===== src/core/nvsc_defines.svh =====
// timing counts and field constants for the nvsram host controller
`ifndef NVSC_DEFINES_SVH
`define NVSC_DEFINES_SVH
// ----------------------------------------------------------------
// clock and times
// ----------------------------------------------------------------
`define NVSC_CLK_MHZ 20
`define NVSC_CLK_NS 50
`define NVSC_T_STRB_NS 50
`define NVSC_T_STRB_CYC (((`NVSC_T_STRB_NS) + (`NVSC_CLK_NS) - 1) / (`NVSC_CLK_NS))
`define NVSC_T_HSB_NS 15
`define NVSC_T_HSB_CYC (((`NVSC_T_HSB_NS) + (`NVSC_CLK_NS) - 1) / (`NVSC_CLK_NS))
`define NVSC_T_SS_US 100
`define NVSC_T_SS_CYC ((`NVSC_T_SS_US) * (`NVSC_CLK_MHZ))
`define NVSC_T_RECALL_US 200
`define NVSC_T_RECALL_CYC ((`NVSC_T_RECALL_US) * (`NVSC_CLK_MHZ))
`define NVSC_SEQ_LEN 6
`define NVSC_LANE_W 8
`endif


===== src/core/nvsc_pkg.sv =====
// types for the nvsram host controller
package nvsc_pkg;
  // ----------------------------------------------------------------
  // commands and states
  // ----------------------------------------------------------------
  typedef enum logic [1:0] {NVSC_CMD_READ, NVSC_CMD_WRITE, NVSC_CMD_SOFT, NVSC_CMD_HWSTORE} nvsc_cmd_t;
  typedef enum {NVSC_IDLE, NVSC_SETUP, NVSC_STROBE, NVSC_GAP, NVSC_HSB, NVSC_WAIT} nvsc_state_t;
endpackage : nvsc_pkg


===== src/core/nvsc_sync.sv =====
// two flip-flop synchroniser for pin inputs
`timescale 1ns/1ps
module nvsc_sync #(
  parameter int W = 1
) (
  // clock
  input wire logic clk,
  input wire logic srst,
  // data
  input wire logic [W-1:0] d,
  output logic [W-1:0] q
);
  logic [W-1:0] s1_r;
  logic [W-1:0] s1_nxt;
  logic [W-1:0] q_nxt;
  // first stage feeds only the second
  always_comb begin
    s1_nxt = d;
    q_nxt = s1_r;
  end
  // pins idle high, so reset to all ones
  always_ff @(posedge clk) begin
    if (srst) begin
      s1_r <= '1;
      q <= '1;
    end else begin
      s1_r <= s1_nxt;
      q <= q_nxt;
    end
  end
endmodule : nvsc_sync


===== src/core/nvsc_host.sv =====
// host controller driving nvsram strobes, soft sequences and hardware store
// Function
// - soft sequence steps are output-gate terminated reads, never writes
// - six reads to the fixed address series in prescribed order
// - write strobe stays high through all six sequence cycles
// - sixth read data may be invalid; host discards it
// - hardware store request drives busy pin low at least 15 ns
// - busy pin stays released high during ordinary reads and writes
`include "nvsc_defines.svh"
`timescale 1ns/1ps
module nvsc_host #(
  parameter int AW = 20,
  parameter int DW = 16,
  parameter bit X16 = 1'b1,
  parameter int SS_CYC = `NVSC_T_SS_CYC,
  parameter int RECALL_CYC = `NVSC_T_RECALL_CYC,
  parameter logic [AW*6-1:0] SEQ_ADDR = '0
) (
  // clock and reset
  input wire logic clk,
  input wire logic srst,
  // user command port
  input wire logic cmd_valid,
  output logic cmd_ready,
  input wire nvsc_pkg::nvsc_cmd_t cmd_op,
  input wire logic [AW-1:0] cmd_addr,
  input wire logic [DW-1:0] cmd_wdata,
  input wire logic [1:0] cmd_lane,
  output logic rsp_valid,
  output logic [DW-1:0] rsp_rdata,
  output logic busy,
  // sram pins
  output logic [AW-1:0] mem_addr,
  output logic chip_select_n,
  output logic write_strobe_n,
  output logic output_gate_n,
  output logic upper_lane_select_n,
  output logic lower_lane_select_n,
  input wire logic [DW-1:0] dq_in,
  output logic [DW-1:0] dq_out,
  output logic dq_oe_n,
  // store request / busy open-drain pin
  input wire logic store_request_busy_in,
  output logic store_request_busy_out,
  output logic store_request_busy_oe_n
);
  import nvsc_pkg::*;

  // ----------------------------------------------------------------
  // helpers
  // ----------------------------------------------------------------
  // wide enough for the full store/recall wait, not just the recall part
  localparam int CW = $clog2(SS_CYC + RECALL_CYC + 2);
  localparam logic [CW-1:0] STRB_CYC = CW'(`NVSC_T_STRB_CYC);
  localparam logic [CW-1:0] HSB_CYC = CW'(`NVSC_T_HSB_CYC);
  localparam logic [2:0] SEQ_LAST = 3'(`NVSC_SEQ_LEN - 1);

  // address of one step of the soft sequence
  function automatic logic [AW-1:0] seq_addr(input logic [2:0] idx);
    seq_addr = SEQ_ADDR[AW*idx +: AW];
  endfunction : seq_addr

  // ----------------------------------------------------------------
  // pin inputs through synchronisers
  // ----------------------------------------------------------------
  logic [DW:0] pins_s;
  nvsc_sync #(.W(DW + 1)) u_sync (
    .clk(clk),
    .srst(srst),
    .d({store_request_busy_in, dq_in}),
    .q(pins_s)
  );
  logic hsb_s;
  assign hsb_s = pins_s[DW];

  // ----------------------------------------------------------------
  // state
  // ----------------------------------------------------------------
  nvsc_state_t st_r, st_nxt;
  nvsc_cmd_t op_r, op_nxt;
  logic [CW-1:0] cnt_r, cnt_nxt;
  logic [2:0] step_r, step_nxt;
  logic [AW-1:0] addr_r, addr_nxt;
  logic [DW-1:0] wdata_r, wdata_nxt;
  logic [1:0] lane_r, lane_nxt;
  logic [DW-1:0] rdata_r, rdata_nxt;
  logic rsp_r, rsp_nxt;
  logic cs_r, cs_nxt, we_r, we_nxt, oe_r, oe_nxt, drv_r, drv_nxt, hsb_r, hsb_nxt;

  assign cmd_ready = (st_r == NVSC_IDLE);

  // next-state logic for the whole transfer engine
  always_comb begin
    st_nxt = st_r;
    op_nxt = op_r;
    cnt_nxt = cnt_r;
    step_nxt = step_r;
    addr_nxt = addr_r;
    wdata_nxt = wdata_r;
    lane_nxt = lane_r;
    rdata_nxt = rdata_r;
    rsp_nxt = 1'b0;
    cs_nxt = cs_r;
    we_nxt = we_r;
    oe_nxt = oe_r;
    drv_nxt = drv_r;
    hsb_nxt = hsb_r;
    case (st_r)
      NVSC_IDLE: begin
        if (cmd_valid) begin
          op_nxt = cmd_op;
          wdata_nxt = cmd_wdata;
          lane_nxt = X16 ? cmd_lane : 2'b11;
          step_nxt = 3'h0;
          cnt_nxt = STRB_CYC;
          if (cmd_op == NVSC_CMD_HWSTORE) begin
            hsb_nxt = 1'b1;
            cnt_nxt = HSB_CYC;
            st_nxt = NVSC_HSB;
          end else begin
            addr_nxt = (cmd_op == NVSC_CMD_SOFT) ? seq_addr(3'h0) : cmd_addr;
            st_nxt = NVSC_SETUP;
          end
        end
      end
      NVSC_SETUP: begin
        // address settles with chip select high before the strobe
        cs_nxt = 1'b1;
        if (op_r == NVSC_CMD_WRITE) begin
          we_nxt = 1'b1;
          drv_nxt = 1'b1;
        end else begin
          oe_nxt = 1'b1;
        end
        st_nxt = NVSC_STROBE;
      end
      NVSC_STROBE: begin
        // strobes stand for the counted pulse width, then all release together
        if (cnt_r != '0) begin
          cnt_nxt = cnt_r - CW'(1);
        end else begin
          cs_nxt = 1'b0;
          we_nxt = 1'b0;
          oe_nxt = 1'b0;
          st_nxt = NVSC_GAP;
        end
      end
      NVSC_GAP: begin
        // data held one cycle past end of write for hold time
        drv_nxt = 1'b0;
        // the second sync stage now holds data sampled while the strobe stood
        if (op_r == NVSC_CMD_READ) begin
          rdata_nxt = pins_s[DW-1:0];
        end
        if (op_r == NVSC_CMD_SOFT && step_r != SEQ_LAST) begin
          step_nxt = step_r + 3'h1;
          addr_nxt = seq_addr(step_r + 3'h1);
          cnt_nxt = STRB_CYC;
          st_nxt = NVSC_SETUP;
        end else if (op_r == NVSC_CMD_SOFT) begin
          cnt_nxt = CW'(SS_CYC + RECALL_CYC);
          st_nxt = NVSC_WAIT;
        end else begin
          rsp_nxt = 1'b1;
          st_nxt = NVSC_IDLE;
        end
      end
      NVSC_HSB: begin
        if (cnt_r != '0) begin
          cnt_nxt = cnt_r - CW'(1);
        end else begin
          hsb_nxt = 1'b0;
          cnt_nxt = CW'(SS_CYC + RECALL_CYC);
          st_nxt = NVSC_WAIT;
        end
      end
      NVSC_WAIT: begin
        // no cycles issued while the device is busy; in a hardware store, pin high once past the store part ends early
        if (cnt_r != '0 && !(op_r == NVSC_CMD_HWSTORE && hsb_s && cnt_r < CW'(RECALL_CYC))) begin
          cnt_nxt = cnt_r - CW'(1);
        end else begin
          rsp_nxt = 1'b1;
          rdata_nxt = '0;
          st_nxt = NVSC_IDLE;
        end
      end
      default: st_nxt = NVSC_IDLE;
    endcase
  end

  // registers of the transfer engine
  always_ff @(posedge clk) begin
    if (srst) begin
      st_r <= NVSC_IDLE;
      op_r <= NVSC_CMD_READ;
      cnt_r <= '0;
      step_r <= 3'h0;
      addr_r <= '0;
      wdata_r <= '0;
      lane_r <= 2'h0;
      rdata_r <= '0;
      rsp_r <= 1'b0;
      cs_r <= 1'b0;
      we_r <= 1'b0;
      oe_r <= 1'b0;
      drv_r <= 1'b0;
      hsb_r <= 1'b0;
    end else begin
      st_r <= st_nxt;
      op_r <= op_nxt;
      cnt_r <= cnt_nxt;
      step_r <= step_nxt;
      addr_r <= addr_nxt;
      wdata_r <= wdata_nxt;
      lane_r <= lane_nxt;
      rdata_r <= rdata_nxt;
      rsp_r <= rsp_nxt;
      cs_r <= cs_nxt;
      we_r <= we_nxt;
      oe_r <= oe_nxt;
      drv_r <= drv_nxt;
      hsb_r <= hsb_nxt;
    end
  end

  // ----------------------------------------------------------------
  // pin drive
  // ----------------------------------------------------------------
  assign mem_addr = addr_r;
  assign chip_select_n = ~cs_r;
  assign write_strobe_n = ~we_r;
  assign output_gate_n = ~oe_r;
  assign lower_lane_select_n = ~(cs_r & lane_r[0]);
  assign upper_lane_select_n = ~(cs_r & lane_r[1]);
  assign dq_out = wdata_r;
  assign dq_oe_n = ~drv_r;
  assign store_request_busy_out = 1'b0;
  assign store_request_busy_oe_n = ~hsb_r;
  assign rsp_valid = rsp_r;
  assign rsp_rdata = rdata_r;
  assign busy = (st_r != NVSC_IDLE);
endmodule : nvsc_host


===== config.mk =====
export PLATFORM = sky130hd
export DESIGN_NAME = nvsc_host
export DESIGN_NICKNAME = d
export VERILOG_FILES = /design/src/core/nvsc_pkg.sv /design/src/core/nvsc_sync.sv /design/src/core/nvsc_host.sv
export VERILOG_INCLUDE_DIRS = /design/src /design/src/core
export SDC_FILE = /design/constraint.sdc
export NUM_CORES = 1
export LEC_CHECK = 0
export ABC_AREA = 1
export ABC_CLOCK_PERIOD_IN_PS = 2150
export BUFFER_PORTS_ARGS = -buffer_cell sky130_fd_sc_hd__buf_2
export CAP_MARGIN = 15
export CORE_AREA = 2 2 127 129
export CTS_BUF_LIST = sky130_fd_sc_hd__clkbuf_8
export CTS_CLUSTER_SIZE = 40
export DETAILED_ROUTE_END_ITERATION = 16
export DIE_AREA = 0 0 129 131
export SYNTH_ARGS = -nofsm -noshare
export SYNTH_HDL_FRONTEND = slang
export SYNTH_SLANG_ARGS = --single-unit

===== constraint.sdc =====
create_clock -name clk -period 2.15 [get_ports clk]
set_input_delay 0.215 -clock clk [delete_from_list [all_inputs] [get_ports clk]]
set_output_delay 0.215 -clock clk [all_outputs]
set_load 0.01 [all_outputs]

==> flow_summary.toml <==
[critical_path]
endpoint_kind = "register"
path_buf_inv = 2
worstSetupPathType = "reg -> reg"
arrival_ns = 2.20
crit_slowest_cell = "dfxtp_1"
cpMostUsedCell = "nand2_2"
cp-start-kind = "register"
cp_cell_sequence = "inv_1 > ha_1 > nand2_2 > nor2_4 > nand2_4 > nand2_4 > nand2_2 > nand2_2 > nor2_4 > buf_4 > nand2_1 > nand2_1 > nor2_1"
cpPeakStageDelay_ns = 0.33
path_max_fanout = 9
cp.required_ns = 2.48
path_delay_family = "simple AND/OR/NAND/NOR gates"

[finish]
final_nets = 812
stdcell_count = 977
area_growth_pct = 34.89
fin_area_mm2 = 0.006162
drive_gt1_share_pct = 29.83
antenna_cells = 0

[timing]
fin_crit_ns = 1.868
finalSetupViolCount = 0
max-slew-margin-rel_pct = 53.56
hold_viol_final = 0
clock.fmax_mhz = 535.3
rsz0062_at_grt = "no"
period_share_pct = 86.88
report.final.slew_viol_count = 0
fin_skew_ns = 0.01109
tightestPinTransition_ns = 0.6966
layout_setup_ws_ns = 0.2820
tns_ns = 0

[cts]
cts_resized = 0
cts-root-buf = "clkbuf_8"
clockBufferDepth = 2
clkSlewWorstSetupHoldPaths_ns = 0.07
numCtsBuffers = 17
cts_tree = "done"
htreeDepth = 4
clock_sinks = 115
clk_latency_ns = 0.44

[floorplanning]
io_pins = 123
dieHeight_um = 131
core_mm2 = 0.01560
die-area_mm2 = 0.01690
die-width_um = 129
initial_core_util_pct = 29.29
row_count = 46

[placement]
dp.cells = 910
dp_hpwl_mm = 7.641
gp_congestion = 0.8602
dpl_cell_area_mm2 = 0.005431
portBuffers = 121
place_ws_ns = 0.3092

[drt]
postRouteAntennaNets = 0
avgViaCountPerCell = 4.320
wl_mm = 11.59
first_iter_violations = 179
routed-via-count = 4221
avgRoutedWirePerCell_um = 11.86
drt-pass1-iter-count = 4
post-route-drc-count = 0

[logic_synthesis]
synth_xor_area_share_pct = 0.7669
yosysUniqueCellTypes = 32
synth_seq_cells = 115
ys_warn_count = 0
synth_compound_area_share_pct = 10.85
syn_nets = 648
syn_area_mm2 = 0.004568
synth_fa_ha_area_share_pct = 0.8217
synth_seq_area_share_pct = 50.40
postSynthCellCount = 585
synthSimpleGateAreaFrac_pct = 30.54
synthMuxAreaShare_pct = 0
syn_avg_cell_area_um2 = 7.809
synth_top_family_by_area = "simple AND/OR/NAND/NOR gates"

[pwr]
pwr_density_cell_mw_per_mm2 = 1198
p_sw_share_pct = 38.70
p_clk_share_pct = 25.6
p_comb_share_pct = 36.9
irDropWorstVdd_mv = 0.4311
intPower_mw = 4.524
seqPwrFrac_pct = 37.6
leakage_nw = 2.808
net-switching-power_mw = 2.856

[run]
maxCapViolations = 0

[grt]
grt_pass1_vias = 3926
grt_usage_pct = 14.34
grt_pass1_wl_mm = 18.81
antenna_found_initial = 0
grt.overflow.total = 0
grt_start_max_net_pins = 76

[min_path]
worstHoldPathType = "in -> reg"

[outcome]
outcome = "complete, no violations"
==> power by group through the flow <==
stage	clock (mW)	sequential [mW]	combinational (mW)
floorplan	0	2.86	1.81
global placement	0	2.81	2.65
detailed placement	0	2.81	2.67
CTS	1.96	2.77	2.73
global route	2.06	2.82	3.11
finish	1.89	2.77	2.72
==> registers in the layout, indices dropped and copies added, names as in the netlist <==
name,flops
mem_addr,20
u_sync.q,17
u_sync.q_nxt,17
dq_out,16
rsp_rdata,16
cnt_r,13
st_r,3
step_r,3
lane_r,2
op_r,2
cs_r,1
drv_r,1
hsb_r,1
oe_r,1
rsp_valid,1
we_r,1
==> layer usage <==
| metal | vias up | wire length, µm | share of wire (%) | GRT usage [%] |
|---|---|---|---|---|
| li1 | 2206 | - | - | - |
| met1 | 1886 | 5357 | 46 | 18.10 |
| met2 | 110 | 5406 | 47 | 22.53 |
| met3 | 19 | 584 | 5.0 | 4.194 |
| met4 | 0 | 240 | 2.1 | 6.969 |
| met5 | - | 0 | 0 | 0 |
==> Yosys cell counts <==
cell	count	area share (%)
nand2_1	118	9.7
dfxtp_1	115	50
nor2_1	81	6.7
a21oi_1	52	5.7
inv_1	34	2.8
or2_2	34	4.7
o21ai_0	32	3.5
nand4_1	24	3.3
nand3_1	17	1.9
clkbuf_1	15	1.2
buf_2	8	0.88
nor3_1	6	0.66
inv_2	5	0.41
nand2_2	5	0.68
nor2_4	4	0.99
o21ai_1	4	0.44
xor2_1	4	0.77
buf_4	3	0.49
buf_6	3	0.74
ha_1	3	0.82
nand3_2	3	0.66
nor2_2	3	0.41
a21boi_0	2	0.33
nand2_4	2	0.49
a211oi_1	1	0.16
a21oi_2	1	0.19
a21oi_4	1	0.36
and3_1	1	0.14
conb_1	1	0.082
nor3_2	1	0.22
o21bai_1	1	0.16
or2_0	1	0.14
==> path summary, 6_finish.rpt <==
kind,from,to,slack (ns),cells past startpoint
setup reg to reg,cnt_r[0]$_SDFFE_PP0P_,cnt_r[9]$_SDFFE_PP0P_,0.28,13
setup / recovery,cnt_r[0]$_SDFFE_PP0P_,cnt_r[9]$_SDFFE_PP0P_,0.28,13
hold reg to reg,u_sync.q_nxt[15]$_SDFF_PP1_,u_sync.q[15]$_SDFF_PP1_,0.41,1
hold / removal,cmd_addr[19],mem_addr[19]$_SDFFE_PP0P_,0.04,3
==> logic make-up after synthesis <==
| logic type | after synthesis |
|---|---|
| adder cells (fa/ha/maj) | 3 |
| XOR/XNOR | 4 |
| other | 1 |
| AO/OA/AOI/OAI | 94 |
| buffers and inverters | 68 |
| AND/OR/NAND/NOR | 300 |
| flip-flops | 115 |
==> worst register-to-register path: stages (launching register included) <==
cell     delay [ns]
dfxtp_1        0.33
inv_1          0.08
ha_1           0.26
nand2_2        0.14
nor2_4         0.07
nand2_4        0.10
nand2_4        0.07
nand2_2        0.07
nand2_2        0.07
nor2_4         0.24
buf_4          0.20
nand2_1        0.05
nand2_1        0.05
nor2_1         0.03
==> placed cells by master (no fill, tap or decap), types with 2 or more instances in the layout <==
cell             n
nand4_1         24
inv_6            2
nand2_2          5
clkinvlp_4       4
clkinv_2         2
nor2_2           3
buf_2          121
inv_2            5
nor3_1           6
nand2_1        118
buf_4           16
or2_2           34
a21oi_1         52
nand2_4          2
clkinv_4         2
nand3_1         17
o21ai_1          4
dfxtp_1        115
nor2_4           4
ha_1             3
nor2_1          81
xor2_1           4
inv_1           35
nand3_2          3
o21ai_0         32
dlygate4sd3_1   36
clkbuf_8        19
a21boi_0         2
==> repair_timing <==
action / 4_1_cts / 5_1_grt
hold buffers: 36 / 0
endpoints found under the hold margin: 36 / 0
buffers inserted: 0 / 0
==> through the flow <==
stage	utilization, %	hold slack (ns)	total power [mW]
after CTS	39.51	0.004493	7.463
after detailed placement	34.82	0.3928	5.477
final	39.51	0.04079	7.381
after global placement	34.82	0.3902	5.464
after global routing	39.51	0.02142	7.991
after floorplan	-	0.3188	4.672
==> cell type report <==
| class | count | area (µm²) |
|---|---|---|
| clock inverter | 12 | 108.9 |
| timing repair buffer | 174 | 1106 |
| tap | 216 | 270.3 |
| sequential | 115 | 2302 |
| fill | 1604 | 9435 |
| inverter | 39 | 146.4 |
| clock buffer | 19 | 261.5 |
| multi-input combinational | 402 | 1967 |
Note: power is estimated with default switching activity, not from simulation.
